<file path="config.mk">
export PLATFORM = sky130hd
export DESIGN_NAME = cfg_header_regs
export DESIGN_NICKNAME = d
export VERILOG_FILES = /design/src/pkg/cfg_header_pkg.sv /design/src/hdl/cfg_header_regs.sv
export VERILOG_INCLUDE_DIRS = /design/src /design/src/pkg
export SDC_FILE = /design/constraint.sdc
export NUM_CORES = 1
export LEC_CHECK = 0
export ABC_AREA = 1
export ABC_CLOCK_PERIOD_IN_PS = 4100
export BUFFER_PORTS_ARGS = -buffer_cell sky130_fd_sc_hd__buf_2
export CAP_MARGIN = 20
export CORE_UTILIZATION = 45
export DETAILED_ROUTE_END_ITERATION = 6
export MAX_ROUTING_LAYER = met4
export PLACE_DENSITY = 0.73
export SLEW_MARGIN = 10
export SYNTH_ARGS = -nofsm -noshare
export SYNTH_HDL_FRONTEND = slang
export SYNTH_SLANG_ARGS = --single-unit
export TNS_END_PERCENT = 50
</file>
<file path="constraint.sdc">
create_clock -name i_clk -period 4.1 [get_ports i_clk]
set_input_delay 0.205 -clock i_clk [delete_from_list [all_inputs] [get_ports i_clk]]
set_output_delay 0.205 -clock i_clk [all_outputs]
set_load 0.01 [all_outputs]
</file>
<file path="src/pkg/cfg_header_params.svh">
// Offsets, field positions, masks and reset values of the config header
`ifndef CFG_HEADER_PARAMS_SVH
`define CFG_HEADER_PARAMS_SVH

// Byte offsets of the header dwords
`define OFS_REV_CLASS    9'h008
`define OFS_LINE_HDR     9'h00C
`define OFS_CSR_MEM      9'h010
`define OFS_CSR_IO       9'h014
`define OFS_FLASH        9'h018
`define OFS_OPTION_ROM   9'h030
`define OFS_FUNC2        9'h100

// Class code bytes
`define CLASS_BASE       8'h02
`define CLASS_SUB        8'h00
`define CLASS_PROG_IF    8'h00

// Accepted line sizes in dwords
`define LINE_SIZE_8      8'h08
`define LINE_SIZE_16     8'h10

// Header type values
`define HDR_SINGLE       8'h00
`define HDR_COMBO        8'h80

// Writable address bits of each base register (size masks)
`define MASK_CSR_MEM     32'hFFFF_F000
`define MASK_CSR_IO      32'hFFFF_FFC0
`define MASK_FLASH       32'hFFFE_0000
`define MASK_OPTION_ROM  32'hFFF0_0000

// Read-only type bits of the base registers, and the writable ROM enable bit
`define TYPE_MEM         32'h0000_0000
`define TYPE_IO          32'h0000_0001
`define ROM_ENABLE_BIT   0

// Fields of EEPROM control word
`define EE_SIG_HI        15
`define EE_SIG_LO        14
`define EE_SIG_VALID     2'h1
`define EE_IDENT_SEL     13
`define EE_BOOT_DISABLE  11
`define EE_REV_HI        10
`define EE_REV_LO        8
`define EE_COMBO_BIT     0

`endif

</file>
<file path="src/pkg/cfg_header_pkg.sv">
// Types shared by the configuration header register bank
package cfg_header_pkg;

  typedef struct packed {
    logic        valid;
    logic        write;
    logic [8:2]  addr;
    logic [3:0]  be;
    logic [31:0] wdata;
  } cfg_req_t;

  typedef struct packed {
    logic        ack;
    logic        retry;
    logic        func2_sel;
    logic [31:0] rdata;
  } cfg_rsp_t;

  typedef struct packed {
    logic [31:0] csr_mem;
    logic [31:0] csr_io;
    logic [31:0] flash;
    logic [31:0] option_rom;
  } bar_set_t;

endpackage

</file>
<file path="src/hdl/cfg_header_regs.sv">
// Configuration header registers: identity, line size, latency, BARs
`timescale 1ns/1ps
`include "cfg_header_params.svh"

// Summary of operation
// - Eight-bit read-only revision; low three bits may come from EEPROM.
// - Class code reads network controller, Ethernet subclass, interface zero.
// - Line size accepts only 8 or 16; otherwise write-invalidate disabled.
// - After an invalid line size write the register reads zero.
// - Bit 3 set only by writing 8, bit 4 only by 16.
// - Latency timer limits bus ownership cycles while bus master.
// - Header type reads 00H single function, 80H combo card.
// - Combo card second function is reached at config offset 100H.
// - All base registers 32 bits; bit 0 zero memory, one I/O, except option ROM bit 0 (enable).
// - I/O base bit 1 reads zero; upper bits hold I/O base.
// - Only window-sized upper bits writable; lower address bits read zero.
// - CSR memory base claims non-prefetchable 4 Kbyte 32-bit window.
// - CSR I/O base claims a 64 byte I/O window.
// - Flash base always claims a 128 Kbyte memory window.
// - Option ROM base claims 1 Mbyte backed by local bus memory.
// - With ROM suppress set, option ROM base reads all zero.
// - First ROM access on a combo card drives modem select; ROM suppress clears after first ROM access.
// - Modem select high before first ROM access, low afterwards on combo cards only.
// - Revision low bits load only with signature 01b and select 1b.
// - Config cycles are retried until the EEPROM read completes.
module cfg_header_regs #(
  parameter logic [7:0] REV_DEFAULT = 8'h5A  // Arbitrary revision value
) (
  input  wire logic                     i_clk,
  input  wire logic                     i_rst_n,
  input  wire logic                     i_ce,
  input  wire cfg_header_pkg::cfg_req_t i_cfg_req,
  output cfg_header_pkg::cfg_rsp_t      o_cfg_rsp,
  input  wire logic                     i_ee_done,
  input  wire logic [15:0]              i_ee_word,
  input  wire logic                     i_bus_owned,
  input  wire logic                     i_rom_access,
  input  wire logic                     i_space_io,
  input  wire logic [31:0]              i_space_addr,
  output logic                          o_csr_hit,
  output logic                          o_flash_hit,
  output logic                          o_rom_hit,
  output logic                          o_mwi_allowed,
  output logic [7:0]                    o_line_size,
  output logic                          o_tenure_expired,
  output logic                          o_modem_chip_select_n,
  output cfg_header_pkg::bar_set_t      o_bars
);
  import cfg_header_pkg::*;

  // ***************************************
  // Reset release and functions
  // ***************************************
  logic [1:0]  rst_sync;
  logic        rst_n;

  always_ff @(posedge i_clk or negedge i_rst_n) begin
    if (!i_rst_n) begin
      rst_sync <= 2'h0;
    end else begin
      rst_sync <= {rst_sync[0], 1'b1};
    end
  end
  assign rst_n = rst_sync[1];

  function automatic logic [31:0] merge_be(input logic [31:0] old_v,
                                           input logic [31:0] new_v,
                                           input logic [3:0]  be);
    logic [31:0] m;
    m = {{8{be[3]}}, {8{be[2]}}, {8{be[1]}}, {8{be[0]}}};
    return (old_v & ~m) | (new_v & m);
  endfunction

  function automatic logic bar_match(input logic [31:0] addr,
                                     input logic [31:0] base,
                                     input logic [31:0] mask);
    return ((addr ^ base) & mask) == 32'h0;
  endfunction

  // ***************************************
  // EEPROM presets
  // ***************************************
  logic        ee_loaded;
  logic [2:0]  rev_low;
  logic        combo;
  logic        rom_suppress;
  logic        rom_handed_off;
  logic        ee_valid;

  assign ee_valid = i_ee_word[`EE_SIG_HI:`EE_SIG_LO] == `EE_SIG_VALID;

  always_ff @(posedge i_clk or negedge rst_n) begin
    if (!rst_n) begin
      ee_loaded <= 1'b0;
      rev_low   <= 3'h0;
      combo     <= 1'b0;
    end else if (i_ce && i_ee_done && !ee_loaded) begin
      ee_loaded <= 1'b1;
      rev_low   <= (ee_valid && i_ee_word[`EE_IDENT_SEL])
                   ? i_ee_word[`EE_REV_HI:`EE_REV_LO]
                   : REV_DEFAULT[2:0];
      combo     <= ee_valid && i_ee_word[`EE_COMBO_BIT];
    end
  end

  // suppress cleared by first ROM access
  always_ff @(posedge i_clk or negedge rst_n) begin
    if (!rst_n) begin
      rom_suppress   <= 1'b0;
      rom_handed_off <= 1'b0;
    end else if (i_ce) begin
      if (i_ee_done && !ee_loaded) begin
        rom_suppress <= ee_valid && i_ee_word[`EE_BOOT_DISABLE];
      end else if (i_rom_access) begin
        rom_suppress <= 1'b0;
      end
      if (i_rom_access && combo) begin
        rom_handed_off <= 1'b1;
      end
    end
  end

  // modem owns local bus after hand-off
  assign o_modem_chip_select_n = !rom_handed_off;

  // ***************************************
  // Writable registers
  // ***************************************
  logic [7:0]  line_size_reg;
  logic [7:0]  latency_timer;
  bar_set_t    bars;
  logic        wr_take;
  logic [8:0]  req_ofs;
  logic [31:0] wd;

  assign req_ofs = {i_cfg_req.addr, 2'b00};
  assign wd      = i_cfg_req.wdata;
  assign wr_take = i_ce && i_cfg_req.valid && i_cfg_req.write && ee_loaded;

  always_ff @(posedge i_clk or negedge rst_n) begin
    if (!rst_n) begin
      line_size_reg <= 8'h00;
      latency_timer <= 8'h00;
    end else if (wr_take && req_ofs == `OFS_LINE_HDR) begin
      if (i_cfg_req.be[0]) begin
        line_size_reg <= (wd[7:0] == `LINE_SIZE_8 ||
                          wd[7:0] == `LINE_SIZE_16) ? wd[7:0] : 8'h00;
      end
      if (i_cfg_req.be[1]) begin
        latency_timer <= wd[15:8];
      end
    end
  end

  always_ff @(posedge i_clk or negedge rst_n) begin
    if (!rst_n) begin
      bars <= '{csr_mem: `TYPE_MEM, csr_io: `TYPE_IO,
                flash: `TYPE_MEM, option_rom: `TYPE_MEM};
    end else if (wr_take) begin
      unique case (req_ofs)
        `OFS_CSR_MEM: bars.csr_mem <=
          (merge_be(bars.csr_mem, wd, i_cfg_req.be) & `MASK_CSR_MEM)
          | `TYPE_MEM;
        `OFS_CSR_IO: bars.csr_io <=
          (merge_be(bars.csr_io, wd, i_cfg_req.be) & `MASK_CSR_IO)
          | `TYPE_IO;
        `OFS_FLASH: bars.flash <=
          (merge_be(bars.flash, wd, i_cfg_req.be) & `MASK_FLASH)
          | `TYPE_MEM;
        `OFS_OPTION_ROM: bars.option_rom <=
          merge_be(bars.option_rom, wd, i_cfg_req.be)
          & (`MASK_OPTION_ROM | 32'h0000_0001);
        default: ;
      endcase
    end
  end

  assign o_bars        = bars;
  assign o_line_size   = line_size_reg;
  assign o_mwi_allowed = line_size_reg != 8'h00;

  // ***************************************
  // Address decode and latency timer
  // ***************************************
  // both CSR paths decoded
  assign o_csr_hit = i_space_io
    ? bar_match(i_space_addr, bars.csr_io, `MASK_CSR_IO)
    : bar_match(i_space_addr, bars.csr_mem, `MASK_CSR_MEM);
  assign o_flash_hit = !i_space_io
    && bar_match(i_space_addr, bars.flash, `MASK_FLASH);
  assign o_rom_hit = !i_space_io && !rom_suppress
    && bars.option_rom[`ROM_ENABLE_BIT]
    && bar_match(i_space_addr, bars.option_rom, `MASK_OPTION_ROM);

  logic [7:0] tenure_count;

  always_ff @(posedge i_clk or negedge rst_n) begin
    if (!rst_n) begin
      tenure_count <= 8'h00;
    end else if (i_ce) begin
      if (!i_bus_owned) begin
        tenure_count <= 8'h00;
      end else if (tenure_count != latency_timer) begin
        tenure_count <= tenure_count + 8'h01;
      end
    end
  end
  assign o_tenure_expired = i_bus_owned && tenure_count == latency_timer;

  // ***************************************
  // Read data and response
  // ***************************************
  logic [31:0] next_rdata;

  always_comb begin
    next_rdata = 32'h0;
    unique case (req_ofs)
      `OFS_REV_CLASS: next_rdata = {`CLASS_BASE, `CLASS_SUB,
                                    `CLASS_PROG_IF,
                                    REV_DEFAULT[7:3], rev_low};
      `OFS_LINE_HDR: next_rdata = {8'h00,
                                   combo ? `HDR_COMBO : `HDR_SINGLE,
                                   latency_timer, line_size_reg};
      `OFS_CSR_MEM:  next_rdata = bars.csr_mem;
      `OFS_CSR_IO:   next_rdata = bars.csr_io;
      `OFS_FLASH:    next_rdata = bars.flash;
      `OFS_OPTION_ROM: next_rdata = rom_suppress ? 32'h0 : bars.option_rom;
      default: next_rdata = 32'h0;
    endcase
  end

  always_ff @(posedge i_clk or negedge rst_n) begin
    if (!rst_n) begin
      o_cfg_rsp <= '0;
    end else if (i_ce) begin
      o_cfg_rsp.ack       <= 1'b0;
      o_cfg_rsp.retry     <= 1'b0;
      o_cfg_rsp.func2_sel <= 1'b0;
      if (i_cfg_req.valid) begin
        if (!ee_loaded) begin
          o_cfg_rsp.retry <= 1'b1;
        end else if (combo && i_cfg_req.addr[8]) begin
          o_cfg_rsp.func2_sel <= 1'b1;
        end else begin
          o_cfg_rsp.ack   <= 1'b1;
          o_cfg_rsp.rdata <= i_cfg_req.addr[8] ? 32'h0 : next_rdata;
        end
      end
    end
  end
endmodule

</file>
* Word level (Yosys, flattened, before mapping)
Index checks and enable logic that the tools add are counted.
Storage, ports and cells: flip-flop bits (word level) 142, input port bits 100, logic and storage cells 101
Cells by class: equal/unequal tests 12, mux-type cells 18, bitwise gates (word level) 15, reduce and logical (&&, ||, !) cells 38, $add $sub $neg 1
Operators with widths (count):
- $pmux W32 S6 | 1
- $and A32 B32 Y32 | 5
- $logic_not A32 Y1 | 4
- $or A32 B32 Y32 | 4
- $xor A32 B32 Y32 | 4
- $mux W32 | 3
- $mux W35 | 1
- $mux W33 | 1
- $mux W8 | 4
- $not A32 Y32 | 1
- $eq A7 B3 Y1 const B | 3
- $reduce_and A2 Y1 | 9
- $logic_and A1 B1 Y1 | 17
- $eq A7 B2 Y1 const B | 2
- $add A8 B1 Y8 const B | 1
- $eq A8 B4 Y1 const B | 1
- $eq A8 B5 Y1 const B | 1
- $eq A8 B8 Y1 | 1
- $ne A8 B8 Y1 | 1
- $reduce_bool A8 Y1 | 1
- $eq A7 B4 Y1 const B | 1
- $mux W1 | 7
- $logic_not A1 Y1 | 4
- $reduce_and A4 Y1 | 1
- other kinds (6) | 6

* Depth between registers and ports, before layout
depth in word-level cells 6, mapped depth 10

* Worst setup path before layout
OpenSTA, ideal clock, no wires.
kind register to register, start point register ee_loaded, end point register with a tool-made name, arrival 1.259 ns, setup slack 2.719 ns, buffers on the path 2, stages on the path, launching flop included 10, setup time 0.122 ns, cells stage by stage dfrtp_1 -> inv_1 -> nor2_4 -> nand2_4 -> inv_2 -> buf_6 -> nand3_4 -> buf_4 -> nand2_1 -> o21ai_1
RTL lines:
- start: declaration | line cfg_header_regs.sv:83 | logic ee_loaded;
- start signal: assignment | line cfg_header_regs.sv:94 | ee_loaded <= 1'b0;
- start signal: assignment | line cfg_header_regs.sv:98 | ee_loaded <= 1'b1;

==> out/metrics.yaml <==
hold_viol: 0
cp.required_ns: 3.89
drive_gt1_share_pct: 20.4
grt_pass1_wl_um: 39400
insertion_delay_ns: 0.43
synth_cell_types: 38
coreArea_sq_um: 17500
hold_class: "in -> reg"
routed_via_density: 5.15
wirelength_um: 26000
p_leak_uw: 0.00537
regArea_sq_um: 3560
powerDensity_nw_per_um2: 328
antenna_left: 0
ys_ff_latch: 142
tightest_slew_ns: 1.02
syn_inst: 1091
yosysTopAreaCell: "dfrtp_1"
cts_buffers: 17
post-route-util_pct: 55.8
syn_area_sq_um: 8150
die_h_um: 137
rsz0062_at_grt: "no"
n_fill_cell: 1702
async_flop_share_pct: 100
drc: 0
synth_top_area_share_pct: 43.6
root_buffer: "clkbuf_16"
nets: 1403
grt_max_degree: 80
wl_per_cell_um: 16.8
fin_crit_sh_pct: 54.9
grt_util_all_layers_pct: 29.5
synth-edff-count: 0
overflow: 0
first_pass_iters: 5
whs_ns: 0.0182
numPortBuffers: 208
dieArea_sq_um: 18600
setup_viol: 0
layoutNonFillerInstCount: 1541
syn-mean-instance-area_sq_um: 7.47
vias: 7930
die_w_um: 137
dp_cells: 1500
synth.top_cells.by_count: "nand2_1 (364), dfrtp_1 (142), inv_1 (124), o21ai_0 (86), nor2_1 (69)"
slew_violations: 0
grt_antenna_before_repair: 2
crit_fanout: 4
drt_iter0_drc: 568
critPathCaptureType: "primary output"
num_rows: 48
vdd.ir_drop.worst_mv: 0.289
grt_pass1_vias: 7132
arrival_ns: 2.05
cap_violations: 0
io_pins: 277
gp_congestion: 0.971
fin_worst_skew_ns: 0.00677
status: "finished clean"
ys_seq_area_share_pct: 43.6
path_class: "reg -> out"
start_kind: "flip-flop"
fin_crit_ns: 2.25
cts_tree: "yes"
clkTransAtPathRegs_ns: 0.06
dp_hpwl_um: 19500
synth_area_leaders: "dfrtp_1 (44%), nand2_1 (17%), inv_1 (5.7%)"
tns_ns: 0
yosysWarnings: 0
ys.flop_type: "dfrtp_1"
multi_input_area_sq_um: 3740
fmax_mhz: 444
h-tree-depth: 4
cts_sinks: 142
area_growth_pct: 19.8
slew-limit-headroom_pct: 31.8
clock_path_buffers: 2
yosysMostFrequentCell: "nand2_1"
start_util_pct: 46.6
## layer usage
metal	wire length, um	track usage, %	vias to the layer above
li1	-	-	3783
met1	10900	37.6	3762
met2	12500	46.0	340
met3	1820	5.26	45
met4	728	13.1	0
met5	0	-	-
## cells in the final DEF, fill, tap and decap left out, types with 2 or more instances in the layout
master / Yosys / routed
a21oi_1: 16 / 16
a22o_1: 4 / 4
buf_2: 5 / 208
clkbuf_1: 9 / 6
clkbuf_16: 0 / 17
clkbuf_8: 0 / 2
clkinv_2: 0 / 3
conb_1: 2 / 55
dfrtp_1: 142 / 141
diode_2: 0 / 2
dlygate4sd3_1: 0 / 8
inv_1: 124 / 124
inv_2: 4 / 4
nand2_1: 364 / 364
nand2_2: 5 / 5
nand2_4: 2 / 2
nand3_1: 57 / 57
nand3_2: 4 / 4
nand3_4: 6 / 6
nand3b_1: 2 / 2
nand4_1: 10 / 10
nor2_1: 69 / 69
nor2_4: 3 / 3
nor3_1: 7 / 7
nor3b_1: 2 / 2
nor3b_4: 2 / 2
nor4_1: 5 / 5
o211ai_1: 7 / 7
o21a_1: 6 / 6
o21ai_0: 86 / 86
o21ai_1: 41 / 41
o22ai_1: 8 / 8
or2_2: 2 / 2
xnor2_1: 15 / 15
xor2_1: 11 / 11
## through the flow
stage / power (uW) / instance area [sq um] / worst slack (ns)
6_report: 3200 / 9760 / 1.85
5_1_grt: 3310 / 9760 / 1.78
4_1_cts: 3210 / 9750 / 1.91
3_5_place_dp: 1770 / 9130 / 1.89
3_3_place_gp: 1770 / 9130 / 1.91
2_1_floorplan: 1680 / 8350 / 1.74
## cell families (layout without fill, tap and decap cells)
logic type	count (synthesis)	count (layout)	synth area share, %
buffers and inverters	209	379	13.0
adders and majority gates	1	1	0.154
DFF	142	142	43.6
xor gates and xnor gates	26	26	2.80
and+or+nand+nor	543	543	29.4
other	2	57	0.0922
AOI/OAI and AO/OA	168	168	11.0
## worst max-delay path, cell delays in order, from the launching register on
cell	delay, ns
dfrtp_1	0.44
xnor2_1	0.35
nand2_1	0.08
nor2_1	0.10
nand3_1	0.07
o21ai_0	0.37
buf_2	0.21
## path summary, 6_finish.rpt
path                       cells after the start  slack (ns)                to    startpoint
setup / recovery                               6        1.85         o_csr_hit     flip-flop
min in group asynchronous                      2        0.09       rst_sync[1]       i_rst_n
max in group asynchronous                      1        2.74   tenure_count[3]   rst_sync[1]
hold reg to reg                                0        0.35       rst_sync[1]   rst_sync[0]
hold / removal                                 3        0.02  latency_timer[0]  i_cfg_req[8]
setup reg to reg                               6        1.86     o_cfg_rsp[21]     ee_loaded
## final cells by class
class | count | area share [%]
Clock inverter | 6 | 0.628
Tap cell | 225 | 2.89
Clock buffer | 25 | 4.87
Inverter | 130 | 5.03
Multi-Input combinational cell | 793 | 38.3
Antenna cell | 2 | 0.0513
Sequential cell | 142 | 36.5
Timing Repair Buffer | 218 | 11.8
## power by group
group          switching, uW  internal, uW  total, uW  leakage [uW]
logic                    195          96.2        291       0.00328
clock network            581           860       1440      0.000261
registers               39.5          1420       1460       0.00182
## timing repair
| item | 4_1_cts | 5_1_grt |
|---|---|---|
| hold buffers | 8 | 0 |
| buffers inserted | 0 | 0 |
| hold endpoints to repair | 9 | 0 |
| gates resized for setup | 0 | 0 |
Power figures use the tool's default switching activity.
